**config.mk**
```make
export PLATFORM = sky130hd
export DESIGN_NAME = ifc_counter
export DESIGN_NICKNAME = d
export VERILOG_FILES = /design/src/ifc_pkg.sv /design/src/ifc_counter.sv
export SDC_FILE = /design/constraint.sdc
export NUM_CORES = 1
export LEC_CHECK = 0
export ABC_AREA = 1
export BUFFER_PORTS_ARGS = -buffer_cell sky130_fd_sc_hd__buf_2
export CORE_MARGIN = 4
export CORE_UTILIZATION = 45
export DETAILED_ROUTE_END_ITERATION = 10
export PLACE_DENSITY = 0.68
export SKIP_LAST_GASP = 1
export SYNTH_ARGS = -nofsm -noshare
export SYNTH_HDL_FRONTEND = slang
export SYNTH_SLANG_ARGS = --single-unit
```
**constraint.sdc**
```tcl
create_clock -name CLK_I -period 2 [get_ports CLK_I]
set_input_delay 0.1 -clock CLK_I [delete_from_list [all_inputs] [get_ports CLK_I]]
set_output_delay 0.1 -clock CLK_I [all_outputs]
set_load 0.005 [all_outputs]
```
**src/ifc_pkg.sv**
```systemverilog
// package for the intermediate-frequency counter gate block
// assumes a 100 MHz system clock and a 32-bit APB master
package ifc_pkg;
    localparam int unsigned CLK_HZ = 100_000_000;
    localparam int unsigned SYS_REF_HZ = 4_500_000;
    localparam int unsigned TICK_HZ = 1_000;
    localparam int unsigned TICK_CYCLES = CLK_HZ / TICK_HZ;
    localparam int unsigned TICK_W = 17;
    localparam logic [11:0] ADDR_MODE = 12'h000;
    localparam logic [11:0] ADDR_CTRL = 12'h004;
    localparam logic [11:0] ADDR_STAT = 12'h008;
    localparam logic [11:0] ADDR_COUNT = 12'h00C;
    localparam logic [11:0] ADDR_SYS = 12'h010;
    localparam int unsigned MODE_SEL_LSB = 0;
    localparam int unsigned MODE_GATE_LSB = 2;
    localparam int unsigned CTRL_CLR_BIT = 0;
    localparam int unsigned CTRL_START_BIT = 1;
    localparam int unsigned SYS_HALT_BIT = 0;
    localparam int unsigned SYS_CKSTOP_BIT = 1;
    localparam int unsigned SYS_CERST_BIT = 2;
    localparam int unsigned SYS_TONE_BIT = 3;
    localparam logic [1:0] SEL_PORT = 2'h0;
    localparam logic [1:0] SEL_FM = 2'h1;
    localparam logic [1:0] SEL_AM = 2'h2;
    localparam logic [1:0] GATE_1MS = 2'h0;
    localparam logic [1:0] GATE_4MS = 2'h1;
    localparam logic [1:0] GATE_8MS = 2'h2;
    localparam logic [1:0] GATE_OPEN = 2'h3;
    localparam logic [3:0] MS_1 = 4'h1;
    localparam logic [3:0] MS_4 = 4'h4;
    localparam logic [3:0] MS_8 = 4'h8;
    localparam logic [3:0] MODE_RESET = 4'h0;
    localparam logic [15:0] COUNT_RESET = 16'h0000;
    localparam logic [31:0] UNDEF_READ = 32'hDEAD_0000;
    localparam int unsigned TONE_HALF = 50_000;
    typedef enum logic [2:0] {
        ST_IDLE = 3'b001,
        ST_WAIT = 3'b010,
        ST_OPEN = 3'b100
    } ifc_state_type;
    typedef struct packed {
        logic [1:0] gate_time;
        logic [1:0] input_select;
    } ifc_mode_type;
    typedef struct packed {
        logic psel;
        logic penable;
        logic pwrite;
        logic [11:0] paddr;
        logic [31:0] pwdata;
    } ifc_apb_req_type;
endpackage

```
**src/ifc_counter.sv**
```systemverilog
// frequency counter with timed gate, APB registers and shared tone output
// assumes APB inputs and pins are synchronous to CLK_I
// Behaviour
// - status register shows whether a timed gate is waiting for its tick or open
// - gate timing derived by dividing the system clock
// - count increments on each rising edge of selected input while open, except an edge on the closing tick
// - input already high at gate open counts one extra
// - power-on reset and clock stop return pins to port mode
// - chip-enable reset keeps pin selection
// - halt keeps pin configuration
// - halt before the gate opens means the gate never opens
// - no interrupt when gate never opened
// - tone active: nonzero select freezes tone pin, zero restarts tone
// - tone active: count reads undefined, writes ignored, tone unaffected
// - starting tone stops counting; fresh start needed afterwards
// - gate opens at next 1 kHz tick, lasts 1/4/8 ms, flag set on start
// - clear flag zeroes count; count wraps at maximum
// - fm input divided by two, am input undivided
// - start and clear are write-only, read as zero
`timescale 1ns/1ps
module ifc_counter #(
    parameter int unsigned TICK_CYCLES_P = ifc_pkg::TICK_CYCLES,
    parameter int unsigned TONE_HALF_P = ifc_pkg::TONE_HALF
) (
    input wire logic CLK_I,
    input wire logic ARST_N_I,
    input wire ifc_pkg::ifc_apb_req_type APB_REQ_I,
    output logic [31:0] PRDATA_O,
    output logic PREADY_O,
    output logic PSLVERR_O,
    input wire logic FM_IF_INPUT_I,
    input wire logic AM_IF_INPUT_I,
    output logic FM_PIN_COUNTER_O,
    output logic AM_PIN_COUNTER_O,
    output logic TONE_OUTPUT_O,
    output logic GATE_IRQ_O
);
    import ifc_pkg::*;

    initial begin
        if (TICK_CYCLES_P < 2 || TICK_CYCLES_P >= (1 << TICK_W)) begin
            $error("tick divider out of range");
        end
        if (TONE_HALF_P < 1 || TONE_HALF_P >= (1 << TICK_W)) begin
            $error("tone divider out of range");
        end
    end

    localparam logic [TICK_W-1:0] TICK_LAST = TICK_W'(TICK_CYCLES_P - 1);
    localparam logic [TICK_W-1:0] TONE_LAST = TICK_W'(TONE_HALF_P - 1);

    logic acc, wr, rd;
    logic [11:0] addr;
    logic [31:0] wdata;
    ifc_mode_type mode, next_mode;
    ifc_state_type state, next_state;
    logic [15:0] count, next_count;
    logic [TICK_W-1:0] tick_cnt, next_tick_cnt;
    logic [TICK_W-1:0] tone_cnt, next_tone_cnt;
    logic [3:0] ms_cnt, next_ms_cnt;
    logic [3:0] ms_len;
    logic tick, fm_div, next_fm_div, sel_prev, next_sel_prev, sel_sig;
    logic halt, next_halt, tone_on, next_tone_on, tone, next_tone;
    logic irq, next_irq, gate_open_flag, gate_live;
    logic blocked, next_blocked;
    logic [31:0] next_prdata;

    assign acc = APB_REQ_I.psel && APB_REQ_I.penable;
    assign wr = acc && APB_REQ_I.pwrite;
    assign rd = APB_REQ_I.psel && !APB_REQ_I.penable && !APB_REQ_I.pwrite;
    assign addr = APB_REQ_I.paddr;
    assign wdata = APB_REQ_I.pwdata;
    assign PREADY_O = 1'b1;
    assign tick = (tick_cnt == TICK_LAST);
    assign gate_open_flag = (state != ST_IDLE);
    assign gate_live = (state == ST_OPEN) ||
        (mode.gate_time == GATE_OPEN && state == ST_IDLE && !tone_on);
    assign FM_PIN_COUNTER_O = (mode.input_select == SEL_FM);
    assign AM_PIN_COUNTER_O = (mode.input_select == SEL_AM);
    assign TONE_OUTPUT_O = tone;
    assign GATE_IRQ_O = irq;

    always_comb begin
        case (mode.gate_time)
            GATE_1MS: ms_len = MS_1;
            GATE_4MS: ms_len = MS_4;
            GATE_8MS: ms_len = MS_8;
            default: ms_len = MS_1;
        endcase
        case (mode.input_select)
            SEL_FM: sel_sig = fm_div;
            SEL_AM: sel_sig = AM_IF_INPUT_I;
            default: sel_sig = 1'b0;
        endcase
    end

    always_comb begin
        next_mode = mode;
        next_state = state;
        next_count = count;
        next_ms_cnt = ms_cnt;
        next_halt = halt;
        next_tone_on = tone_on;
        next_tone = tone;
        next_tone_cnt = tone_cnt;
        next_irq = 1'b0;
        next_blocked = blocked;
        next_prdata = PRDATA_O;
        next_tick_cnt = tick ? '0 : tick_cnt + 1'b1;
        next_fm_div = FM_IF_INPUT_I ? ~fm_div : fm_div;
        next_sel_prev = sel_sig;
        if (mode.input_select != SEL_FM) begin
            next_fm_div = 1'b0;
        end
        if (gate_live && !tone_on) begin
            if (state == ST_OPEN && ms_cnt == ms_len - 1'b1 && tick) begin
            end else if (sel_sig && !sel_prev) begin
                next_count = count + 1'b1;
            end
        end
        case (state)
            ST_IDLE: begin
            end
            ST_WAIT: begin
                if (halt) begin
                    next_blocked = 1'b1;
                end else if (tick && !blocked) begin
                    next_state = ST_OPEN;
                    next_ms_cnt = '0;
                    if (sel_sig) begin
                        next_count = count + 1'b1;
                    end
                end
            end
            ST_OPEN: begin
                if (tick) begin
                    next_ms_cnt = ms_cnt + 1'b1;
                    if (ms_cnt == ms_len - 1'b1) begin
                        next_state = ST_IDLE;
                        next_irq = 1'b1;
                    end
                end
            end
            default: next_state = ST_IDLE;
        endcase
        if (tone_on && mode.input_select == SEL_PORT) begin
            next_tone_cnt = tone_cnt + 1'b1;
            if (tone_cnt == TONE_LAST) begin
                next_tone_cnt = '0;
                next_tone = ~tone;
            end
        end
        if (wr) begin
            case (addr)
                ADDR_MODE: begin
                    next_mode = ifc_mode_type'(wdata[3:0]);
                end
                ADDR_CTRL: begin
                    if (wdata[CTRL_CLR_BIT] && !tone_on) begin
                        next_count = COUNT_RESET;
                    end
                    if (wdata[CTRL_START_BIT] && !tone_on) begin
                        next_state = ST_WAIT;
                        next_blocked = 1'b0;
                    end
                end
                ADDR_SYS: begin
                    next_halt = wdata[SYS_HALT_BIT];
                    if (wdata[SYS_CKSTOP_BIT]) begin
                        next_mode.input_select = SEL_PORT;
                    end
                    if (wdata[SYS_CERST_BIT]) begin
                        next_state = ST_IDLE;
                        next_blocked = 1'b0;
                    end
                    if (wdata[SYS_TONE_BIT] && !tone_on) begin
                        next_state = ST_IDLE;
                    end
                    next_tone_on = wdata[SYS_TONE_BIT];
                end
                default: begin
                end
            endcase
        end
        if (rd) begin
            case (addr)
                ADDR_MODE: next_prdata = {28'h000_0000, mode};
                ADDR_CTRL: next_prdata = 32'h0000_0000;
                ADDR_STAT: next_prdata = {31'h0000_0000,
                    gate_open_flag};
                ADDR_COUNT: next_prdata = tone_on ? UNDEF_READ :
                    {16'h0000, count};
                ADDR_SYS: next_prdata = {28'h000_0000, tone_on, 2'b00,
                    halt};
                default: next_prdata = 32'h0000_0000;
            endcase
        end
    end

    always_comb begin
        PSLVERR_O = acc && !(addr == ADDR_MODE || addr == ADDR_CTRL ||
            addr == ADDR_STAT || addr == ADDR_COUNT || addr == ADDR_SYS);
    end

    always_ff @(posedge CLK_I or negedge ARST_N_I) begin
        if (!ARST_N_I) begin
            mode <= ifc_mode_type'(MODE_RESET);
            state <= ST_IDLE;
            count <= COUNT_RESET;
            ms_cnt <= '0;
            tick_cnt <= '0;
            tone_cnt <= '0;
            fm_div <= 1'b0;
            sel_prev <= 1'b0;
            halt <= 1'b0;
            tone_on <= 1'b0;
            tone <= 1'b0;
            irq <= 1'b0;
            blocked <= 1'b0;
            PRDATA_O <= 32'h0000_0000;
        end else begin
            mode <= next_mode;
            state <= next_state;
            count <= next_count;
            ms_cnt <= next_ms_cnt;
            tick_cnt <= next_tick_cnt;
            tone_cnt <= next_tone_cnt;
            fm_div <= next_fm_div;
            sel_prev <= next_sel_prev;
            halt <= next_halt;
            tone_on <= next_tone_on;
            tone <= next_tone;
            irq <= next_irq;
            blocked <= next_blocked;
            PRDATA_O <= next_prdata;
        end
    end
endmodule

```
; Word-level counts from Yosys, hierarchy flattened
; Index checks and enable logic that the tools add are counted.
[word_totals]
output_inout_bits = 38
regBits = 100
[op_classes]
eq_ne = 21
addsub = 5
n_reduce_logical = 37
mux = 43
bitwise = 2
[ops]
columns = operator, n
row1 = 16-bit two-way mux, 10
row2 = 32-bit one-hot mux with 4 select lines, 1
row3 = "17-bit by 1-bit adder with 17-bit output, second input constant", 2
row4 = 17-bit two-way mux, 2
row5 = 32-bit two-way mux, 1
row6 = "12-bit by 4-bit == test with 1-bit output, second input constant", 2
row7 = 3-bit two-way mux, 8
row8 = "17-bit by 16-bit == test with 1-bit output, second input constant", 1
row9 = "17-bit == test, second input constant", 1
row10 = "16-bit by 1-bit adder with 16-bit output, second input constant", 1
row11 = 1-bit logical AND, 16
row12 = 4-bit one-hot mux with 2 select lines, 2
row13 = "12-bit by 3-bit == test with 1-bit output, second input constant", 1
row14 = "12-bit by 5-bit == test with 1-bit output, second input constant", 1
row15 = 12-bit zero test, 1
row16 = 4-bit two-way mux, 3
row17 = 1-bit two-way mux, 10
row18 = 3-bit one-hot mux with 3 select lines, 1
row19 = "2-bit != test, second input constant", 4
row20 = "2-bit == test, second input constant", 3
row21 = 1-bit zero test, 6
row22 = 3-bit one-hot mux with 2 select lines, 1
row23 = 2-bit AND reduction, 3
row24 = 2-bit nonzero test, 3
row25 = 17 further kinds, 24

; Depth between registers and ports, before layout
; Gate-level depths: netlist of the first run.
[depth]
word_depth = 15
ltp_mapped = 14
mapped_depth_nobuf = 14

; Worst setup path before layout of the first run
; No wires, ideal clock.
[synth_path]
path_type = register to register
from = reg mode[2] (netlist name)
to = reg count[5]
setup_slack_ns = 0.215
setup_ns = 0.119
path_buffers = 1
path_stages_with_launch = 12
arrival_ns = 1.666
path_cell_list = dfrtp_1 -> inv_1 -> ha_1 -> xor2_1 -> nand2_1 -> nor2_1 -> nand3_4 -> nand2_4 -> nand2_4 -> buf_6 -> a21oi_1 -> nor2_1
[synth_via]
elab_chain_len = 15
elab_cells_between_ends = 21
[synth_lines]
columns = item, line
row1 = from (decl), ifc_counter.sv:55  ; ifc_mode_type mode, next_mode;
row2 = from (signal assigned), ifc_counter.sv:207  ; mode <= ifc_mode_type'(MODE_RESET);
row3 = from (signal assigned), ifc_counter.sv:222  ; mode <= next_mode;
row4 = 2-bit == test / 2-bit by 1-bit == test with 1-bit output (equally long branches), ifc_counter.sv:84  ; case (mode.gate_time)
row5 = 4-bit one-hot mux with 2 select lines, ifc_counter.sv:84
row6 = 4-bit by 1-bit subtractor with 4-bit output, ifc_counter.sv:116  ; if (state == ST_OPEN && ms_cnt == ms_len - 1'b1 && tick) begin
row7 = 4-bit == test, ifc_counter.sv:116
row8 = 1-bit logical AND (2 in series), ifc_counter.sv:116
row9 = 16-bit two-way mux, ifc_counter.sv:116
row10 = 16-bit two-way mux (*), ifc_counter.sv:115  ; if (gate_live && !tone_on) begin
row11 = 16-bit two-way mux, ifc_counter.sv:130  ; if (sel_sig) begin
row12 = 16-bit two-way mux, ifc_counter.sv:127  ; end else if (tick && !blocked) begin
row13 = 16-bit two-way mux, ifc_counter.sv:125  ; if (halt) begin
row14 = 16-bit two-way mux (*), ifc_counter.sv:121  ; case (state)
row15 = 16-bit two-way mux, ifc_counter.sv:159  ; if (wdata[CTRL_CLR_BIT] && !tone_on) begin
row16 = 16-bit two-way mux, ifc_counter.sv:154  ; case (addr)
row17 = 16-bit two-way mux (*), ifc_counter.sv:153  ; if (wr) begin
row18 = net next_count[5], ifc_counter.sv:57  ; logic [15:0] count, next_count;
row19 = to (signal assigned), ifc_counter.sv:224  ; count <= next_count;
row20 = to (decl), ifc_counter.sv:57
; The timed path passes the listed nets; every way through them passes the cells marked *.
; A chain may end at the register's enable or synchronous reset.

; Worst setup path after layout of the first run
[layout_path]
from = reg mode[3] (netlist name)
to = reg count[2]
; Same word-level chain as after synthesis.

==> impl_metrics.csv, run 1 <==
group,metric,value,unit
die,num_io_pins,89,
clock_network,clk_pin_slew,0.09,ns
sta,tns,0,ns
die,core,10800,um2
setup_path,cp-start-kind,"register",
setup_path,endpoint,"count[2]",
die,die_x,113,um
yosys,synth.area.top_cells,"dfrtp_1 42%, nand2_1 11%, inv_1 6.5%, nor2_1 4.8%, nand3_1 4.1%",
yosys,synth-seq-area-share,43.0,%
grt,grt_first_pass_wirelength,18500,um
pwr,p_per_area,604,nW/um2
sta,setup_violations,0,
place,finalWeightedCongestion,0.861,
pwr,p_leak,2.95,nW
yosys,yosys.cell_types.count,45,
grt,grt_usage,17.5,%
clock_network,cts_max_level,3,
clock_network,cts_tree,"built",
sta,rsz0062_at_grt,"no",
yosys,postSynthAreaPerCell,7.83,um2
drt,drt_iter0_markers,148,
setup_path,startpoint,"mode[3]",
drt,wirelength,10600,um
yosys,ys_ff_latch,85,
yosys,yosysMostFrequentCell,"nand2_1",
setup_path,end_kind,"register",
yosys,synth_ff_type,"dfrtp_1",
yosys,yosysWarnings,0,
pwr,seqPwrFrac,55.8,%
yosys,syn_area,4950,um2
place,numPortBuffers,54,
yosys,netlist_instances,632,
setup_path,worst_r2r_path_depth,9,
clock_network,root_buffer,"clkbuf_8",
pwr,pwr-share-clk,33.3,%
clock_network,cts_buffer_depth,2,
cells_and_area,fin_nets,758,
cells_and_area,synthToLayoutAreaGrowth,13.4,%
sta,hold_viol_final,0,
setup_path,timing.rr.end,"count[2]",
cells_and_area,drive_above_1_share,19.4,%
place,hpwl,7920,um
drt,ant_nets,0,
sta,final_max_slew_viol_count,0,
grt,grt_max_degree,70,
setup_path,cp.required,2.26,ns
clock_network,cts.sinks,85,
die,num_rows,38,
pwr,internal_power,2.40,mW
pwr,p_sw,0.989,mW
clock_network,cts_made_buffers,9,
pwr,finalPower,3.39,mW
grt,grt_overflow_total,0,
yosys,yosysTopAreaCellShare,42.5,%
grt,grt_pass1_vias,4074,
sta,fin_worst_skew,0.0161,ns
die,die_height,113,um
grt,antenna_found_initial,0,
cells_and_area,antenna_cells,0,
run_status,outcome,"complete, no violations",
yosys,async_reset_ff_share,100,%
die,die_area,12700,um2
run,maxCapViolCount,0,
clock_network,cts_setup_buffers,0,
sta,fin_crit,1.86,ns
setup_path,critPathKind,"reg -> reg",
setup_path,reg2reg_from,"mode[3]",
drt,wl_per_cell,12.6,um
pwr,p_sw_share,29.2,%
clock_network,clk_latency,0.36,ns
min_path,hp-class,"in -> reg",
setup_path,critPathMaxFanout,14,
setup_path,cp.arrival,2.12,ns
drt,vias_per_cell,5.02,
drt,drt_first_pass_iters,4,
drt,drc_errors,0,
sta,fmax,537,MHz
sta,fin_crit_sh,93.1,%
pwr,ir_drop,0.313,mV
drt,vias,4223,
yosys,synth_common_cells,"143 x nand2_1, 86 x inv_1, 84 x dfrtp_1",
pwr,pwr-share-comb,10.9,%
setup_path,r2r_slack,0.14,ns
die,start_util,45.8,%
yosys,yosysTopAreaCell,"dfrtp_1",
yosys,synth-edff-count,0,
metrics by stage:
step	instance area, um2	instances	util, %	hold slack (ns)	worst slack, ns
4_1_cts	5580	841	51.7	0.0233	0.0551
6_report	5610	842	52.0	0.0305	0.139
2_1_floorplan	4960	636	-	-0.196	0.215
3_5_place_dp	5350	820	49.6	-0.0170	0.0123
3_3_place_gp	5350	820	49.6	-0.0190	0.0846
5_1_grt	5610	842	52.0	0.0421	0.00651
what timing repair did:
action,in CTS,in global routing
pin swaps,0,1
resized for setup,1,5
hold endpoints to repair,89,0
hold buffers,5,0
endpoints found under the setup margin,1,19
gates cloned,0,1
cells by family (layout without fill, tap and decap cells):
| family | count (synthesis) | count (layout) | synth area share, % |
|---|---|---|---|
| adder cells (fa/ha/maj) | 10 | 10 | 2.53 |
| buffers and inverters | 115 | 180 | 10.3 |
| XOR/XNOR | 16 | 16 | 2.83 |
| AND/OR/NAND/NOR | 329 | 330 | 32.9 |
| flip-flops | 85 | 85 | 43.0 |
| AO/OA/AOI/OAI | 75 | 75 | 8.34 |
| other | 2 | 6 | 0.152 |
flip-flops by register name, summed over array words and instances, names as in the netlist:
name / cells
mode: 4
tone_cnt: 17
sel_prev: 1
GATE_IRQ_O: 1
ms_cnt: 4
count: 16
state: 3
tick_cnt: 17
tone_on: 1
blocked: 1
fm_div: 1
PRDATA_O: 17
halt: 1
TONE_OUTPUT_O: 1
final cells by class:
cell class / count / area [um2]
Timing Repair Buffer: 70 / 418
Clock buffer: 10 / 128
Fill cell: 1015 / 5180
Sequential cell: 85 / 2130
Tap cell: 140 / 175
Inverter: 94 / 353
Multi-Input combinational cell: 437 / 2360
Clock inverter: 6 / 46.3
power by group through the flow:
stage	clock network (mW)	registers [mW]	logic, mW
finish	1.13	1.89	0.369
global route	1.24	1.90	0.427
CTS	1.17	1.89	0.371
detailed placement	0	1.92	0.360
global placement	0	1.92	0.343
floorplan	0	1.89	0.262
critical path, cell delays in order (launching register included):
cell	delay (ns)
dfrtp_1	0.41
ha_1	0.34
xor2_1	0.16
nand2_1	0.09
nor2_2	0.14
nand3_4	0.11
nand2_4	0.13
nand2_4	0.14
a21oi_1	0.17
nor2_1	0.06
metal layers:
metal | GRT usage, % | routed length [um]
met1 | 23.2 | 4840
met2 | 28.9 | 5100
met3 | 2.25 | 476
met4 | 7.21 | 213
met5 | 0 | 0
worst min path at each step:
stage / from / endpoint / slack [ns] / cells past startpoint
global route: APB_REQ_I[0] / mode[0] / 0.04 / 3
floorplan: ARST_N_I / GATE_IRQ_O / -0.20 / 0
CTS: APB_REQ_I[0] / mode[0] / 0.02 / 3
global placement: ARST_N_I / mode[0] / -0.02 / 1
finish: APB_REQ_I[0] / mode[0] / 0.03 / 3
detailed placement: ARST_N_I / mode[1] / -0.02 / 1
cell usage in the layout (no fill, tap or decap), types with 11 or more instances in the layout:
cell / count
nand3_2: 11
nor2_1: 62
buf_4: 11
nand4_1: 13
nand2_1: 143
buf_2: 53
nand3_1: 40
a21oi_1: 21
nor3_1: 17
xor2_1: 11
dfrtp_1: 84
inv_1: 85
o21ai_0: 36
No activity file was read; power rests on OpenSTA's default activity.
==> run 2: changes to the inputs <==
Settings changed: ABC_AREA 1 to unset.
Clock period 2 ns to 1.8 ns, I/O delays scaled along.
==> run 2 against run 1 <==
The flow now finishes with violations (negative setup slack). Sequential share of layout area decreased by 2.0 points. Cell area up 5.4%. Area after synthesis decreased by 8.1%. Routed wire length is 4.9% higher. Register-to-register slack worse by 0.64 ns. Critical path type unchanged.
==> impl_metrics.csv, run 2 <==
group,metric,value,unit
run_status,outcome,"finished, violations left",
run_status,violations,"negative setup slack",
setup_path,cp-start-kind,"register",
cells_and_area,antenna_cells,0,
place,numPortBuffers,54,
drt,drc_errors,0,
pwr,internal_power,2.62,mW
yosys,syn_area,4550,um2
sta,rsz0062_at_grt,"yes",
sta,fin_crit,2.30,ns
sta,fin_worst_skew,0.00870,ns
yosys,synth_ff_type,"dfrtp_1",
yosys,yosysWarnings,0,
place,place_inst,700,
drt,wl_per_cell,15.2,um
grt,grt_usage,19.4,%
yosys,async_reset_ff_share,100,%
clock_network,cts_made_buffers,9,
clock_network,clk_latency,0.36,ns
sta,fin_crit_sh,128,%
setup_path,cp.required,2.09,ns
setup_path,end_kind,"register",
pwr,p_sw_share,23.0,%
die,num_rows,36,
yosys,synth_common_cells,"84 x dfrtp_1, 69 x nand2_1, 44 x nand3_1",
die,die_height,109,um
setup_path,worst_r2r_path_depth,6,
pwr,p_sw,0.781,mW
clock_network,cts_buffer_depth,2,
sta,max-slew-margin-rel,65.8,%
pwr,ir_drop,0.493,mV
cells_and_area,seq_area,2130,um2
yosys,yosys.cell_types.count,60,
setup_path,critPathKind,"reg -> reg",
yosys,ys_ff_latch,85,
grt,grt_first_pass_wirelength,17900,um
run,maxCapViolCount,0,
cells_and_area,final_common_cell,"dfrtp_1",
grt,grt_overflow_total,0,
yosys,netlist_instances,470,
clock_network,cts_max_level,3,
yosys,synth-seq-area-share,46.8,%
pwr,p_per_area,574,nW/um2
yosys,yosysTopAreaCell,"dfrtp_1",
sta,fmax,434,MHz
min_path,worstHoldPathCells,3,
pwr,pwr-share-comb,3.9,%
drt,ant_nets,0,
die,die_area,11800,um2
cells_and_area,drive_above_1_share,33.9,%
sta,setup_violations,29,
die,core,9820,um2
cells_and_area,post-route-util,60.2,%
cells_and_area,fin_cells,732,
cells_and_area,synthToLayoutAreaGrowth,30.1,%
pwr,pwr-share-clk,39.9,%
clock_network,root_buffer,"clkbuf_8",
clock_network,cts_tree,"built",
sta,setup_slack,-0.503,ns
yosys,yosysTopAreaCellShare,46.2,%
min_path,hp-class,"in -> reg",
cells_and_area,multiInputGateArea,2390,um2
cells_and_area,fin_nets,657,
grt,antenna_found_initial,0,
setup_path,critPathMaxFanout,7,
drt,vias,3811,
cells_and_area,final_cell_mix,"84 x dfrtp_1, 75 x buf_4, 68 x nand2_1, 53 x buf_2, 43 x nand3_1",
clock_network,clk_pin_slew,0.08,ns
setup_path,cp.arrival,2.59,ns
die,start_util,46.3,%
yosys,synth.area.top_cells,"dfrtp_1 46%, nand2_1 5.7%, nand3_1 4.8%, xor2_1 4.0%, mux2i_1 3.5%",
sta,tightest_slew,0.512,ns
grt,grt_max_degree,38,
drt,wirelength,11100,um
die,die_x,109,um
drt,drt_first_pass_iters,4,
place,finalWeightedCongestion,0.896,
pwr,seqPwrFrac,56.2,%
drt,drt_iter0_markers,261,
clock_network,cts.sinks,85,
place,hpwl,8000,um
sta,hold_viol_final,0,
sta,final_max_slew_viol_count,0,
pwr,p_leak,2.94,nW
drt,vias_per_cell,5.21,
grt,grt_pass1_vias,3736,
die,num_io_pins,89,
yosys,synth-edff-count,0,
cells_and_area,reg_top3,"PRDATA_O x17, tick_cnt x17, tone_cnt x17",
yosys,yosysMostFrequentCell,"dfrtp_1",
yosys,postSynthAreaPerCell,9.67,um2
cells_and_area,fillers,849,
[run 2: cell count changes after synthesis, sizes merged, moves of 5 or more]
cell and change:
mux2i +16, o21ai -30, nor2 -39, clkbuf +5, mux2 +6, inv -82
xnor2 +8, nand2b +13, nor3 -10, xor2 +10, nand2 -82, nand3 -8
a22o +7, nand4 -6
[run 2: stage by stage]
step                      hold slack (ns)  worst slack, ns  total power [mW]  cell area (um2)  TNS [ns]
after floorplan                    -0.206           -0.412              1.99             4590     -6.26
after global placement             0.0999           -0.424              2.08             5370     -6.99
after detailed placement           0.0941           -0.514              2.08             5370     -8.89
after CTS                         0.00650           -0.490              3.44             5740     -9.60
after global routing               0.0291           -0.621              3.52             5910    -11.78
final                              0.0207           -0.503              3.40             5910     -9.25
[run 2: what timing repair did]
action                     in CTS  in global routing
gates resized for setup        27                 24
setup endpoints to repair      25                 45
hold endpoints to repair       34                  0
hold buffers                    3                  0
pin swaps                       7                  6
buffers inserted                7                  8
cloned                          1                  1
[run 2: power by group through the flow]
stage	logic, mW	registers [mW]	clock network (mW)
after floorplan	0.0403	1.95	0
after CTS	0.136	1.91	1.40
after global routing	0.152	1.91	1.45
after detailed placement	0.130	1.95	0
after global placement	0.128	1.95	0
final	0.134	1.91	1.35
[run 2: logic make-up after synthesis]
kind of cell	after synthesis	synth area share, %
compound gates	57	8.78
xor+xnor	34	6.55
fa+ha+maj	10	2.75
buf+inv	41	5.04
flops	85	46.8
mux	22	5.09
other cells	2	0.165
simple gates	219	24.8
[run 2: worst paths after layout]
path	to	start	slack [ns]
min in group asynchronous	tone_on	ARST_N_I	0.24
max in group asynchronous	PRDATA_O[7]	ARST_N_I	0.95
min reg2reg	TONE_OUTPUT_O	TONE_OUTPUT_O	0.47
min	mode[0]	APB_REQ_I[0]	0.02
max	count[5]	tick_cnt[12]	-0.50
max reg2reg	count[5]	tick_cnt[12]	-0.50
[run 2: critical path, cell delays in order (launching register included)]
cell,delay (ns)
dfrtp_1,0.39
or4b_4,0.55
nor4_4,0.34
mux2_4,0.39
buf_4,0.15
a211oi_2,0.21
mux2i_1,0.20
[run 2: cell type report]
| class | instances | share of cell area (%) |
|---|---|---|
| sequential | 85 | 36.0 |
| tap | 133 | 2.81 |
| timing repair buffer | 140 | 16.8 |
| multi-input combinational | 348 | 40.5 |
| inverter | 12 | 0.762 |
| clock inverter | 4 | 0.846 |
| clock buffer | 10 | 2.33 |
[run 2: routing by layer]
layer	GRT usage (%)	up-vias	wire length (um)
met3	3.88	10	525
met1	25.0	1843	4930
met5	0	-	0
met4	5.95	0	136
met2	32.8	93	5560
li1	-	1865	-
